--- config.mk ---
export PLATFORM = sky130hd
export DESIGN_NAME = system_clock_mode_controller
export DESIGN_NICKNAME = d
export VERILOG_FILES = /design/src/verilog/clk_mode_pkg.sv /design/src/verilog/system_clock_mode_controller.sv
export SDC_FILE = /design/constraint.sdc
export NUM_CORES = 1
export LEC_CHECK = 0
export BUFFER_PORTS_ARGS = -buffer_cell sky130_fd_sc_hd__buf_2
export CAP_MARGIN = 25
export CORE_UTILIZATION = 55
export DETAILED_ROUTE_END_ITERATION = 6
export GPL_ROUTABILITY_DRIVEN = 0
export GPL_TIMING_DRIVEN = 0
export PLACE_DENSITY = 0.84
export SYNTH_ARGS = -nofsm -noshare
export SYNTH_HDL_FRONTEND = slang
export SYNTH_SLANG_ARGS = --single-unit
--- constraint.sdc ---
create_clock -name SYS_CLK_IN -period 5.97 [get_ports SYS_CLK_IN]
set_input_delay 0.2985 -clock SYS_CLK_IN [delete_from_list [all_inputs] [get_ports SYS_CLK_IN]]
set_output_delay 0.2985 -clock SYS_CLK_IN [all_outputs]
set_load 0.01 [all_outputs]
--- src/verilog/clk_mode_pkg.sv ---
package clk_mode_pkg;

    // APB register map (byte addresses)
    localparam logic [7:0] SYS_CTRL_ONE_ADDR = 8'h00;
    localparam logic [7:0] SYS_CTRL_TWO_ADDR = 8'h04;
    localparam logic [7:0] TB_CTRL_ADDR = 8'h08;
    localparam logic [7:0] MODE_STAT_ADDR = 8'h0C;
    localparam logic [7:0] DIV_STAT_ADDR = 8'h10;

    // system_control_one fields
    localparam int STOP_BIT = 7;
    localparam int RETM_BIT = 5;
    localparam int WUT_LSB = 2;
    localparam logic [7:0] SYS_CTRL_ONE_RST = 8'h00;

    // system_control_two fields
    localparam int FAST_EN_BIT = 7;
    localparam int SLOW_EN_BIT = 6;
    localparam int SYSTEM_CLOCK_SELECT_BIT = 5;
    localparam int IDLE_BIT = 4;
    localparam int TIMING_GENERATOR_HALT_BIT = 2;
    localparam logic [7:0] SYS_CTRL_TWO_RST = 8'h80;

    // time_base_control fields
    localparam int DV7_BIT = 4;
    localparam int TB_EN_BIT = 3;
    localparam int TB_SEL_LSB = 0;
    localparam logic [7:0] TB_CTRL_RST = 8'h00;

    // Divider structure
    localparam int PRESCALE_BITS = 2;
    localparam int DIVIDER_BITS = 21;
    localparam int STATES_PER_CYCLE = 4;

    // Warm-up counts, in divider-input ticks (fast / slow)
    localparam logic [16:0] WARM_FAST_0 = 17'h30000;
    localparam logic [16:0] WARM_FAST_1 = 17'h10000;
    localparam logic [16:0] WARM_FAST_2 = 17'h0C000;
    localparam logic [16:0] WARM_FAST_3 = 17'h04000;
    localparam logic [16:0] WARM_SLOW_0 = 17'h06000;
    localparam logic [16:0] WARM_SLOW_1 = 17'h02000;
    localparam logic [16:0] WARM_SLOW_2 = 17'h000C0;
    localparam logic [16:0] WARM_SLOW_3 = 17'h00040;

    typedef enum logic [3:0] {
        MODE_NORMAL1, MODE_IDLE1, MODE_IDLE0, MODE_NORMAL2, MODE_IDLE2,
        MODE_SLOW2, MODE_SLEEP2, MODE_SLOW1, MODE_SLEEP1, MODE_SLEEP0,
        MODE_STOP, MODE_WARMUP
    } op_mode_e;

    typedef struct packed {
        logic paddr_ok;
        logic [7:0] paddr;
        logic pwrite;
        logic [31:0] pwdata;
    } apb_req_s;

    typedef struct packed {
        logic cpu_clk_en;
        logic periph_clk_en;
        logic tb_clk_en;
        logic watchdog_run;
        logic fast_osc_on;
        logic slow_osc_on;
        logic slow_pins_port;
    } clk_gate_s;

endpackage : clk_mode_pkg

--- src/verilog/system_clock_mode_controller.sv ---
// How it works
// RL1: two-stage prescaler then 21-stage divider, main clock and state counter
// RL2: prescaler and divider cleared on reset, stop entry and stop exit
// RL3: seventh stage source picked by mode, slow osc enable and source bit
// RL4: during warm-up after stop from normal, sixth stage feeds seventh
// RL5: software keeps source bit zero in single clock or unstable slow osc
// RL6: machine cycle is four states, one main clock each
// RL7: single clock mode runs fast osc only, slow pins are ports
// RL8: reset enters NORMAL1
// RL9: idle request enters IDLE1, any interrupt returns to NORMAL1
// RL10: release with master enable set services the interrupt first
// RL11: release with master enable clear continues after the idle instruction
// RL12: halt bit enters IDLE0, only time base clock kept
// RL13: IDLE0 ends on time base source falling edge, back to NORMAL1
// RL14: timer enabled at IDLE0 entry sets its interrupt latch on return
// RL15: dual clock runs both osc, main clock fast or slow by mode
// RL16: reset gives single clock; software starts slow osc for dual mode
// RL17: NORMAL2 runs CPU on fast clock, peripherals on either
// RL18: clock select one gives SLOW2, zero gives NORMAL2
// RL19: fast osc enable clear in SLOW2 gives SLOW1, set returns to SLOW2
// RL20: software never clears slow osc enable in SLOW2
// RL21: in SLOW1, SLEEP1 and SLEEP0 the first divider stage input is stopped
// RL22: IDLE2 halts CPU, released like IDLE1 back to NORMAL2
// RL23: SLEEP0 acts as IDLE0 but resumes in SLOW1
// RL24: after stop warm-up, execution resumes after the stop instruction
//
// Added by the designer: the APB slave port and the register addresses.
module system_clock_mode_controller (
    // Clock and reset
    input wire logic SYS_CLK_IN,
    input wire logic RST_IN,
    // Oscillator tick enables
    input wire logic FAST_TICK_IN,
    input wire logic SLOW_TICK_IN,
    // Wake sources
    input wire logic IRQ_REQ_IN,
    input wire logic IME_IN,
    input wire logic TB_IRQ_EN_IN,
    input wire logic STOP_RELEASE_IN,
    // APB slave
    input wire logic PSEL_IN,
    input wire logic PENABLE_IN,
    input wire logic PWRITE_IN,
    input wire logic [7:0] PADDR_IN,
    input wire logic [31:0] PWDATA_IN,
    output logic [31:0] PRDATA_OUT,
    output logic PREADY_OUT,
    output logic PSLVERR_OUT,
    // Clock enables and status
    output clk_mode_pkg::clk_gate_s GATES_OUT,
    output logic MAIN_CLK_EN_OUT,
    output logic [1:0] MACHINE_STATE_OUT,
    output logic CYCLE_START_OUT,
    output logic DIV_PULSE_OUT,
    output logic [7:0] TB_SRC_OUT,
    output logic IRQ_SERVICE_OUT,
    output logic RESUME_NEXT_OUT,
    output logic TB_IRQ_LATCH_OUT,
    output clk_mode_pkg::op_mode_e MODE_OUT
);
    import clk_mode_pkg::*;

    op_mode_e mode_q;
    op_mode_e stop_from_q;
    logic [7:0] ctrl_one_q;
    logic [7:0] ctrl_two_q;
    logic [7:0] tb_ctrl_q;
    logic [PRESCALE_BITS-1:0] pre_q;
    logic [DIVIDER_BITS-1:0] div_q;
    logic [16:0] warm_q;
    logic [1:0] state_q;
    logic tb_at_idle0_q;
    logic tb_src_prev_q;
    apb_req_s req;
    logic wr_en;
    logic clear_div;
    logic pre_tick;
    logic stage7_tick;
    logic src_sel;
    logic main_tick;
    logic tb_fall;
    logic [2:0] tb_sel;
    logic slow_mode;
    logic single_mode;
    logic [31:0] rd_data;

    function automatic logic is_slow(input op_mode_e m);
        return m inside {MODE_SLOW1, MODE_SLOW2, MODE_SLEEP0, MODE_SLEEP1, MODE_SLEEP2};
    endfunction : is_slow

    function automatic logic [16:0] warm_count(input logic [1:0] sel, input logic slow);
        case (sel)
            2'h0: return slow ? WARM_SLOW_0 : WARM_FAST_0;
            2'h1: return slow ? WARM_SLOW_1 : WARM_FAST_1;
            2'h2: return slow ? WARM_SLOW_2 : WARM_FAST_2;
            default: return slow ? WARM_SLOW_3 : WARM_FAST_3;
        endcase
    endfunction : warm_count

    assign req.paddr_ok = PADDR_IN[1:0] == 2'h0;
    assign req.paddr = PADDR_IN;
    assign req.pwrite = PWRITE_IN;
    assign req.pwdata = PWDATA_IN;
    assign wr_en = PSEL_IN && PENABLE_IN && req.pwrite;
    assign slow_mode = is_slow(mode_q);
    assign tb_sel = tb_ctrl_q[TB_SEL_LSB +: 3];

    // Divider clock path
    always_comb begin
        clear_div = (mode_q != MODE_STOP && ctrl_one_q[STOP_BIT])
            || (mode_q == MODE_STOP && STOP_RELEASE_IN); // see RL2
        // Stage one input stopped in slow-only modes
        pre_tick = FAST_TICK_IN && !(mode_q inside {MODE_SLOW1, MODE_SLEEP1, MODE_SLEEP0})
            && mode_q != MODE_STOP; // see RL21
        if (mode_q == MODE_WARMUP && !is_slow(stop_from_q)) begin
            src_sel = 1'b0; // see RL4
        end else if (slow_mode) begin
            src_sel = 1'b1; // see RL3
        end else begin
            src_sel = tb_ctrl_q[DV7_BIT] && ctrl_two_q[SLOW_EN_BIT]; // see RL3 RL5
        end
        stage7_tick = src_sel ? (SLOW_TICK_IN && mode_q != MODE_STOP)
            : (pre_tick && pre_q == 2'h3 && &div_q[5:0]);
        // Main clock: fast in normal and idle, slow in slow and sleep
        main_tick = slow_mode ? SLOW_TICK_IN : pre_tick; // see RL7 RL15 RL17
        tb_fall = tb_src_prev_q && !div_q[5'd8 + 5'(tb_sel)];
        // Oscillator plan follows the mode, so gates and mode move together
        single_mode = mode_q inside {MODE_NORMAL1, MODE_IDLE1, MODE_IDLE0}
            || (mode_q inside {MODE_STOP, MODE_WARMUP} && stop_from_q == MODE_NORMAL1);
    end

    always_ff @(posedge SYS_CLK_IN) begin
        if (RST_IN || clear_div) begin
            pre_q <= '0; // see RL1 RL2
            div_q <= '0;
        end else begin
            if (pre_tick) begin
                pre_q <= pre_q + 2'h1;
            end
            if (pre_tick && pre_q == 2'h3) begin
                div_q[5:0] <= div_q[5:0] + 6'h01;
            end
            if (stage7_tick) begin
                div_q[DIVIDER_BITS-1:6] <= div_q[DIVIDER_BITS-1:6] + 15'h0001;
            end
        end
    end

    // Machine cycle state counter S0..S3
    always_ff @(posedge SYS_CLK_IN) begin
        if (RST_IN) begin
            state_q <= 2'h0;
            MACHINE_STATE_OUT <= 2'h0;
            CYCLE_START_OUT <= 1'b0;
            MAIN_CLK_EN_OUT <= 1'b0;
        end else begin
            MAIN_CLK_EN_OUT <= main_tick && GATES_OUT.cpu_clk_en;
            CYCLE_START_OUT <= main_tick && GATES_OUT.cpu_clk_en && state_q == 2'h3;
            if (main_tick && GATES_OUT.cpu_clk_en) begin
                state_q <= state_q + 2'h1; // see RL6
                MACHINE_STATE_OUT <= state_q + 2'h1; // see RL6
            end
        end
    end

    // Operating mode machine
    always_ff @(posedge SYS_CLK_IN) begin
        if (RST_IN) begin
            mode_q <= MODE_NORMAL1; // see RL8 RL16
            stop_from_q <= MODE_NORMAL1;
            warm_q <= '0;
            tb_at_idle0_q <= 1'b0;
            IRQ_SERVICE_OUT <= 1'b0;
            RESUME_NEXT_OUT <= 1'b0;
            TB_IRQ_LATCH_OUT <= 1'b0;
        end else begin
            IRQ_SERVICE_OUT <= 1'b0;
            RESUME_NEXT_OUT <= 1'b0;
            TB_IRQ_LATCH_OUT <= 1'b0;
            case (mode_q)
                MODE_NORMAL1, MODE_NORMAL2, MODE_SLOW1, MODE_SLOW2: begin
                    if (ctrl_one_q[STOP_BIT]) begin
                        stop_from_q <= mode_q;
                        mode_q <= MODE_STOP;
                    end else if (ctrl_two_q[TIMING_GENERATOR_HALT_BIT]
                        && mode_q inside {MODE_NORMAL1, MODE_SLOW1}) begin
                        tb_at_idle0_q <= tb_ctrl_q[TB_EN_BIT];
                        mode_q <= slow_mode ? MODE_SLEEP0 : MODE_IDLE0; // see RL12 RL23
                    end else if (ctrl_two_q[IDLE_BIT]) begin
                        case (mode_q)
                            MODE_NORMAL1: mode_q <= MODE_IDLE1; // see RL9
                            MODE_NORMAL2: mode_q <= MODE_IDLE2; // see RL22
                            MODE_SLOW2: mode_q <= MODE_SLEEP2;
                            default: mode_q <= MODE_SLEEP1;
                        endcase
                    end else if (mode_q == MODE_NORMAL1 && ctrl_two_q[SLOW_EN_BIT]) begin
                        mode_q <= MODE_NORMAL2;
                    end else if (mode_q == MODE_NORMAL2 && !ctrl_two_q[SLOW_EN_BIT]) begin
                        mode_q <= MODE_NORMAL1;
                    end else if (mode_q == MODE_NORMAL2 && ctrl_two_q[SYSTEM_CLOCK_SELECT_BIT]) begin
                        mode_q <= MODE_SLOW2; // see RL18
                    end else if (mode_q == MODE_SLOW2 && !ctrl_two_q[SYSTEM_CLOCK_SELECT_BIT]) begin
                        mode_q <= MODE_NORMAL2; // see RL18 RL20
                    end else if (mode_q == MODE_SLOW2 && !ctrl_two_q[FAST_EN_BIT]) begin
                        mode_q <= MODE_SLOW1; // see RL19
                    end else if (mode_q == MODE_SLOW1 && ctrl_two_q[FAST_EN_BIT]) begin
                        mode_q <= MODE_SLOW2; // see RL19
                    end
                end
                MODE_IDLE1, MODE_IDLE2, MODE_SLEEP1, MODE_SLEEP2: begin
                    if (IRQ_REQ_IN) begin
                        IRQ_SERVICE_OUT <= IME_IN; // see RL10
                        RESUME_NEXT_OUT <= !IME_IN; // see RL11
                        case (mode_q)
                            MODE_IDLE1: mode_q <= MODE_NORMAL1; // see RL9
                            MODE_IDLE2: mode_q <= MODE_NORMAL2; // see RL22
                            MODE_SLEEP2: mode_q <= MODE_SLOW2;
                            default: mode_q <= MODE_SLOW1;
                        endcase
                    end
                end
                MODE_IDLE0, MODE_SLEEP0: begin
                    if (tb_fall) begin
                        mode_q <= mode_q == MODE_IDLE0 ? MODE_NORMAL1 : MODE_SLOW1; // see RL13 RL23
                        TB_IRQ_LATCH_OUT <= tb_at_idle0_q; // see RL14
                        IRQ_SERVICE_OUT <= tb_at_idle0_q && IME_IN && TB_IRQ_EN_IN; // see RL14
                    end
                end
                MODE_STOP: begin
                    if (STOP_RELEASE_IN) begin
                        warm_q <= warm_count(ctrl_one_q[WUT_LSB +: 2], ctrl_one_q[RETM_BIT]);
                        mode_q <= MODE_WARMUP;
                    end
                end
                MODE_WARMUP: begin
                    if ((ctrl_one_q[RETM_BIT] ? SLOW_TICK_IN : FAST_TICK_IN) && warm_q != '0) begin
                        warm_q <= warm_q - 17'h00001;
                    end else if (warm_q == '0) begin
                        RESUME_NEXT_OUT <= 1'b1; // see RL24
                        mode_q <= ctrl_one_q[RETM_BIT] ? MODE_SLOW1
                            : (stop_from_q == MODE_NORMAL2 ? MODE_NORMAL2 : MODE_NORMAL1);
                    end
                end
                default: mode_q <= MODE_NORMAL1;
            endcase
        end
    end

    // Control registers; stop, idle and halt requests self-clear on mode change
    always_ff @(posedge SYS_CLK_IN) begin
        if (RST_IN) begin
            ctrl_one_q <= SYS_CTRL_ONE_RST;
            ctrl_two_q <= SYS_CTRL_TWO_RST;
            tb_ctrl_q <= TB_CTRL_RST;
        end else begin
            if (mode_q == MODE_STOP) begin
                ctrl_one_q[STOP_BIT] <= 1'b0;
            end
            if (!(mode_q inside {MODE_NORMAL1, MODE_NORMAL2, MODE_SLOW1, MODE_SLOW2})) begin
                ctrl_two_q[IDLE_BIT] <= 1'b0;
                ctrl_two_q[TIMING_GENERATOR_HALT_BIT] <= 1'b0;
            end
            if (wr_en && req.paddr_ok && req.paddr == SYS_CTRL_ONE_ADDR) begin
                ctrl_one_q <= req.pwdata[7:0];
            end
            if (wr_en && req.paddr_ok && req.paddr == SYS_CTRL_TWO_ADDR) begin
                ctrl_two_q <= req.pwdata[7:0];
            end
            if (wr_en && req.paddr_ok && req.paddr == TB_CTRL_ADDR) begin
                tb_ctrl_q <= req.pwdata[7:0];
            end
        end
    end

    always_comb begin
        case (req.paddr)
            SYS_CTRL_ONE_ADDR: rd_data = {24'h000000, ctrl_one_q};
            SYS_CTRL_TWO_ADDR: rd_data = {24'h000000, ctrl_two_q};
            TB_CTRL_ADDR: rd_data = {24'h000000, tb_ctrl_q};
            MODE_STAT_ADDR: rd_data = {26'h0, state_q, 4'(mode_q)};
            DIV_STAT_ADDR: rd_data = {11'h0, div_q};
            default: rd_data = 32'h00000000;
        endcase
    end

    // APB answer: no wait state, error on unmapped address
    always_ff @(posedge SYS_CLK_IN) begin
        if (RST_IN) begin
            PREADY_OUT <= 1'b0;
            PSLVERR_OUT <= 1'b0;
            PRDATA_OUT <= 32'h00000000;
        end else begin
            PREADY_OUT <= PSEL_IN && !PENABLE_IN;
            PSLVERR_OUT <= PSEL_IN && !PENABLE_IN
                && (!req.paddr_ok || req.paddr > DIV_STAT_ADDR);
            PRDATA_OUT <= (PSEL_IN && !PENABLE_IN && !req.pwrite) ? rd_data : 32'h00000000;
        end
    end

    // Clock gates and divider taps
    always_ff @(posedge SYS_CLK_IN) begin
        if (RST_IN) begin
            GATES_OUT <= '0;
            DIV_PULSE_OUT <= 1'b0;
            TB_SRC_OUT <= 8'h00;
            tb_src_prev_q <= 1'b0;
            MODE_OUT <= MODE_NORMAL1;
        end else begin
            MODE_OUT <= mode_q;
            tb_src_prev_q <= div_q[5'd8 + 5'(tb_sel)];
            DIV_PULSE_OUT <= div_q[12];
            TB_SRC_OUT <= div_q[DIVIDER_BITS-1 -: 8];
            GATES_OUT.cpu_clk_en <= mode_q inside {MODE_NORMAL1, MODE_NORMAL2, MODE_SLOW1,
                MODE_SLOW2};
            GATES_OUT.watchdog_run <= mode_q inside {MODE_NORMAL1, MODE_NORMAL2, MODE_SLOW1,
                MODE_SLOW2};
            GATES_OUT.periph_clk_en <= !(mode_q inside {MODE_IDLE0, MODE_SLEEP0, MODE_STOP,
                MODE_WARMUP}); // see RL12
            GATES_OUT.tb_clk_en <= !(mode_q inside {MODE_STOP, MODE_WARMUP});
            GATES_OUT.fast_osc_on <= !(mode_q inside {MODE_SLOW1, MODE_SLEEP1, MODE_SLEEP0,
                MODE_STOP}); // see RL19
            GATES_OUT.slow_osc_on <= !single_mode && mode_q != MODE_STOP; // see RL15
            GATES_OUT.slow_pins_port <= single_mode; // see RL7 RL15
        end
    end

endmodule : system_clock_mode_controller

* Word level (Yosys, flattened, before mapping)
Cells that the tools add are included.
W data, S select, Z words.
** Storage, ports and cells
- Flip-flop bits (word level) :: 134
- Input port bits :: 51
- Output and inout bits :: 61
- Word-level logic and storage cells :: 203
** Operators by class
- Add/sub/neg operators :: 6
- Magnitude comparators :: 2
- Eq/ne operators :: 34
- Muxes and demuxes :: 48
- Bitwise operators :: 4
- Reduce and logical (&&, ||, !) cells :: 78
** Operator list (count)
- $pmux W21 S5 :: 1
- $mux W17 :: 4
- $mux W4 :: 15
- $pmux W17 S3 :: 1
- $pmux W17 S2 :: 1
- $logic_and A1 B1 Y1 :: 33
- $eq A4 B3 Y1 const B :: 7
- $eq A4 B4 Y1 const B :: 6
- $pmux W4 S5 :: 1
- $logic_not A17 Y1 :: 1
- $reduce_bool A17 Y1 :: 1
- $sub A17 B1 Y17 const B :: 1
- $eq A8 B4 Y1 const B :: 2
- $mux W16 :: 1
- $add A15 B1 Y15 const B :: 1
- $mux W15 :: 1
- $logic_not A1 Y1 :: 14
- $mux W1 :: 13
- $eq A4 B2 Y1 const B :: 3
- $ne A2 B2 Y1 const B :: 6
- $pmux W4 S3 :: 1
- $reduce_and A6 Y1 :: 2
- $reduce_bool A4 Y1 :: 3
- $ne A10 B10 Y1 const B :: 1
- other kinds (32) :: 52

* Longest topological paths before layout
- Depth in word-level cells :: 12
- Depth in mapped cells :: 9
- Mapped depth without buffers :: 7

* Worst setup path after synthesis
No wires, ideal clock.
- Path type :: input port to flip-flop
- Start point :: input port PADDR_IN[1]
- End point :: register ctrl_two_q[0]
- Library setup time :: 0.128 ns
- Arrival :: 2.016 ns
- Required time :: 5.842 ns
- Slack :: 3.827 ns
- Cell stages on the path :: 7
- Path buffers :: 2
- Path through :: or4_1 -> buf_2 -> or4b_4 -> nor3_2 -> buf_4 -> mux2i_1 -> nor2_1
** On the way
- Word-level cells in the longest chain between the ends :: 3
- Elaborated cells between the ends (all ways) :: 4
- Those cells by class :: eq/ne: 1; reduce/logical: 3
** Ends and longest elaborated chain
- start: declaration :: line system_clock_mode_controller.sv:44 : input wire logic [7:0] PADDR_IN,
- parallel branches: the longest is 2 deep, another holds $eq A8 B3 Y1
- $logic_and A1 B1 Y1 (*) :: line system_clock_mode_controller.sv:266 : if (wr_en && req.paddr_ok && req.paddr == SYS_CTRL_TWO_ADDR) begin
- end signal: assignment :: line system_clock_mode_controller.sv:267 : ctrl_two_q <= req.pwdata[7:0];
- end: declaration :: line system_clock_mode_controller.sv:66 : logic [7:0] ctrl_two_q;
Mark *: on every way between the ends.
A chain may end at the register's enable or synchronous reset.

* Worst setup path after layout
- Start point :: register mode_q[1]
- End point :: register div_q[8]
** On the way
- Word-level cells in the longest chain between the ends :: 8
- Elaborated cells between the ends (all ways) :: 24
- Those cells by class :: eq/ne: 8; mux: 3; reduce/logical: 13
** Ends and longest elaborated chain
- start: declaration :: line system_clock_mode_controller.sv:63 : op_mode_e mode_q;
- start signal: assignment :: line system_clock_mode_controller.sv:188 : mode_q <= slow_mode ? MODE_SLEEP0 : MODE_IDLE0;
- start signal: assignment :: line system_clock_mode_controller.sv:224 : mode_q <= mode_q == MODE_IDLE0 ? MODE_NORMAL1 : MODE_SLOW1;
- start signal: assignment :: line system_clock_mode_controller.sv:240 : mode_q <= ctrl_one_q[RETM_BIT] ? MODE_SLOW1
- $eq A4 B3 Y1 or $eq A4 B4 Y1 (tied branches) :: line system_clock_mode_controller.sv:88, system_clock_mode_controller.sv:113
- $reduce_bool A3 Y1 :: line system_clock_mode_controller.sv:113 : pre_tick = FAST_TICK_IN && !(mode_q inside {MODE_SLOW1, MODE_SLEEP1, MODE_SLEEP0})
- $logic_not A1 Y1 :: line system_clock_mode_controller.sv:113
- $logic_and A1 B1 Y1 :: line system_clock_mode_controller.sv:113
- $logic_and A1 B1 Y1 :: line system_clock_mode_controller.sv:114 : && mode_q != MODE_STOP;
- $logic_and A1 B1 Y1 (2 in a row) :: line system_clock_mode_controller.sv:123 : : (pre_tick && pre_q == 2'h3 && &div_q[5:0]);
- $mux W1 :: line system_clock_mode_controller.sv:122 : stage7_tick = src_sel ? (SLOW_TICK_IN && mode_q != MODE_STOP)
- end signal: indexed assignment :: line system_clock_mode_controller.sv:144 : div_q[DIVIDER_BITS-1:6] <= div_q[DIVIDER_BITS-1:6] + 15'h0001;
- end: declaration :: line system_clock_mode_controller.sv:69 : logic [DIVIDER_BITS-1:0] div_q;
Several ways; a longest one is shown, not always the timed one.

==> impl_metrics.toml <==
[run_status]
status = "complete, but fails checks"
failed_checks = "DRC"

[clock_tree]
ctsLongestPathBuffers = 2
hold_buffers = 0
post_cts.repair.setup_buffers = 0
numCtsBuffers = 17
cts_tree = "built"
clk_pin_slew_worst_paths_ps = 60
post_cts_resized = 0
insertion_delay_ps = 530
cts_max_level = 4
clock_sinks = 123
cts-root-buf = "clkbuf_8"

[global_route]
grtUsageTotal = 0.312
antenna_found_initial = 0
grt_pass1_wl_um = 27500
grt_overflow = 0
grt_pass1_vias = 5672
grt_max_degree = 17

[yosys]
ys_top_cells_by_count = "dfxtp_1, nor2_1, a21oi_1"
ys_top_cells_by_area = "dfxtp_1, mux2i_1, a21oi_1, nor2_1, o21ai_0"
ys.flop_type = "dfxtp_1"
synth_area_um2 = 5980
synth_top_area_frac = 0.412
synth_edf_count = 0
synth.distinct_cells = 74
ys_ff_latch = 123
ys_warn_count = 0
async_reset_ff_frac = 0
synth_top_area_cell = "dfxtp_1"
synth_cells = 675
synth.avg_cell_area_um2 = 8.86
synth_most_common_cell = "dfxtp_1"
yosysSeqAreaShare = 0.412

[pwr]
switching_share = 0.277
leakagePower_nw = 2.76
p_clk_frac = 0.447
power_density_nw_per_um2 = 306
p_int_mw = 1.57
peakVddDrop_uv = 209
p_switching_mw = 0.603
p_comb_frac = 0.153
share_seq_of_total_power = 0.400

[route]
dr.first_iter.drc_count = 798
drt_wl_total_um = 17100
wl_per_cell_um = 18.4
vias = 5868
vias_per_cell = 6.32
drc = 17
firstDrtPassIters = 7
ant_nets = 0

[run]
drv_cap = 0

[placed_design]
dp_slack_ps = 3340
dp_hpwl_um = 11900
place_inst = 897
io_buffers = 76

[worst_setup_path]
cp-startpoint = "mode_q[1]"
cpPeakStageDelay_ps = 640
path_class = "reg -> reg"
critPathArrivalTime_ps = 3170
crit_family = "buffers and inverters"
crit_chain = "buf_2, nor2b_1, nand2_1, a21oi_1, clkbuf_1, nand2_1, mux2i_1"
crit_slowest_cell = "a21oi_1"
worst-path-buf-inv = 2
cp-end-kind = "register"
cp_max_fo = 10
start_kind = "register"
cp_common_cell = "nand2_1"
cp.required_ps = 6430
r2r-start = "mode_q[1]"

[sta]
clock_skew_ps = 8.39
setup_viol = 0
worst_pin_slew_ps = 819
fmax_mhz = 369
min_period_ps = 2710
hold_viol_final = 0
max-slew-margin-rel = 0.449
tns_ps = 0
maxSlewViolCount = 0
fin_crit_sh = 0.454
worst_slack_ps = 3260
rsz0062_at_grt = "false"

[layout]
multiInputGateArea_um2 = 3220
regArea_um2 = 2460
drive_gt1_frac = 0.202
antenna_cells = 0
nets = 836
fill_cells = 810
fin_util = 0.684
instances_no_fill = 928
area_growth_pct = 19.1

[floorplanning]
die_x_um = 106
die-height_um = 106
initial_core_util = 0.574
std_cell_rows = 37
die_area_um2 = 11300
io_pins = 112
core_area_um2 = 10400

[worst_hold_path]
hold_path_class = "in -> reg"
hp-start = "PSEL_IN"
[kinds of logic after synthesis]
| group | synth area share |
|---|---|
| other | 0.000627 |
| AND/OR/NAND/NOR | 0.250 |
| XOR/XNOR | 0.0161 |
| buffers and inverters | 0.0555 |
| AO/OA/AOI/OAI | 0.181 |
| adder cells (fa/ha/maj) | 0.0105 |
| multiplexers | 0.0743 |
| flip-flops | 0.412 |
[cell usage in the layout (no fill, tap or decap), types with 12 or more instances in the layout]
cell type / n
a21oi_1: 55
and3_1: 20
buf_2: 86
buf_4: 14
clkbuf_1: 32
clkbuf_16: 16
dfxtp_1: 123
inv_1: 12
mux2i_1: 32
nand2_1: 38
nand2b_1: 12
nand3_1: 18
nor2_1: 71
nor2b_1: 20
o21ai_0: 29
[stage by stage]
stage	hold slack, ps	total power [mW]	cell area [µm²]
6_report	22.6	2.18	7120
5_1_grt	30.3	2.25	7120
3_5_place_dp	471	1.20	6570
4_1_cts	11.7	2.17	7120
3_3_place_gp	469	1.19	6570
2_1_floorplan	379	1.10	6020
[worst min-delay path, stage by stage]
cell and delay (ps):
buf_2 80, nand2_1 70, inv_1 60
[power groups by stage]
stage	Sequential, mW	Combinational (mW)	Clock (mW)
2_1_floorplan	0.892	0.205	0
3_3_place_gp	0.884	0.303	0
3_5_place_dp	0.887	0.312	0
4_1_cts	0.870	0.320	0.978
5_1_grt	0.873	0.350	1.02
6_report	0.871	0.333	0.974
[sequential cells by signal, indices dropped and copies added, names as in the netlist, 2 cells and up]
signal and cells:
pre_q 2, state_q 2, tb_ctrl_q 8, stop_from_q 4
GATES_OUT 6, PRDATA_OUT 21, MODE_OUT 4, mode_q 4
ctrl_two_q 8, TB_SRC_OUT 8, ctrl_one_q 8, div_q 21
warm_q 17
[final timing paths]
check | slack (ps) | endpoint | cells after the start
worst max-delay path | 3260 | div_q[8] | 7
worst max register to register | 3260 | div_q[8] | 7
worst min register to register | 480 | TB_IRQ_LATCH_OUT | 2
worst min-delay path | 20 | PREADY_OUT | 3
[area by class of cell]
type,instances,area share
Sequential cell,123,0.346
Clock buffer,20,0.0611
Tap cell,136,0.0239
Inverter,12,0.00632
Timing Repair Buffer,76,0.0534
Clock inverter,11,0.0169
Buffer,57,0.0402
Multi-Input combinational cell,493,0.452
[routing by layer]
layer  routed length (µm)  vias to the layer above  GRT usage  share of wire
met5                    0                        -          0              0
met4                  806                        0      0.165          0.047
met3                 1770                      101     0.0907           0.10
met2                 7750                      402      0.496           0.45
met1                 6730                     2711      0.380           0.39
li1                     -                     2654          -              -
Note: power is estimated with default switching activity, not from simulation.
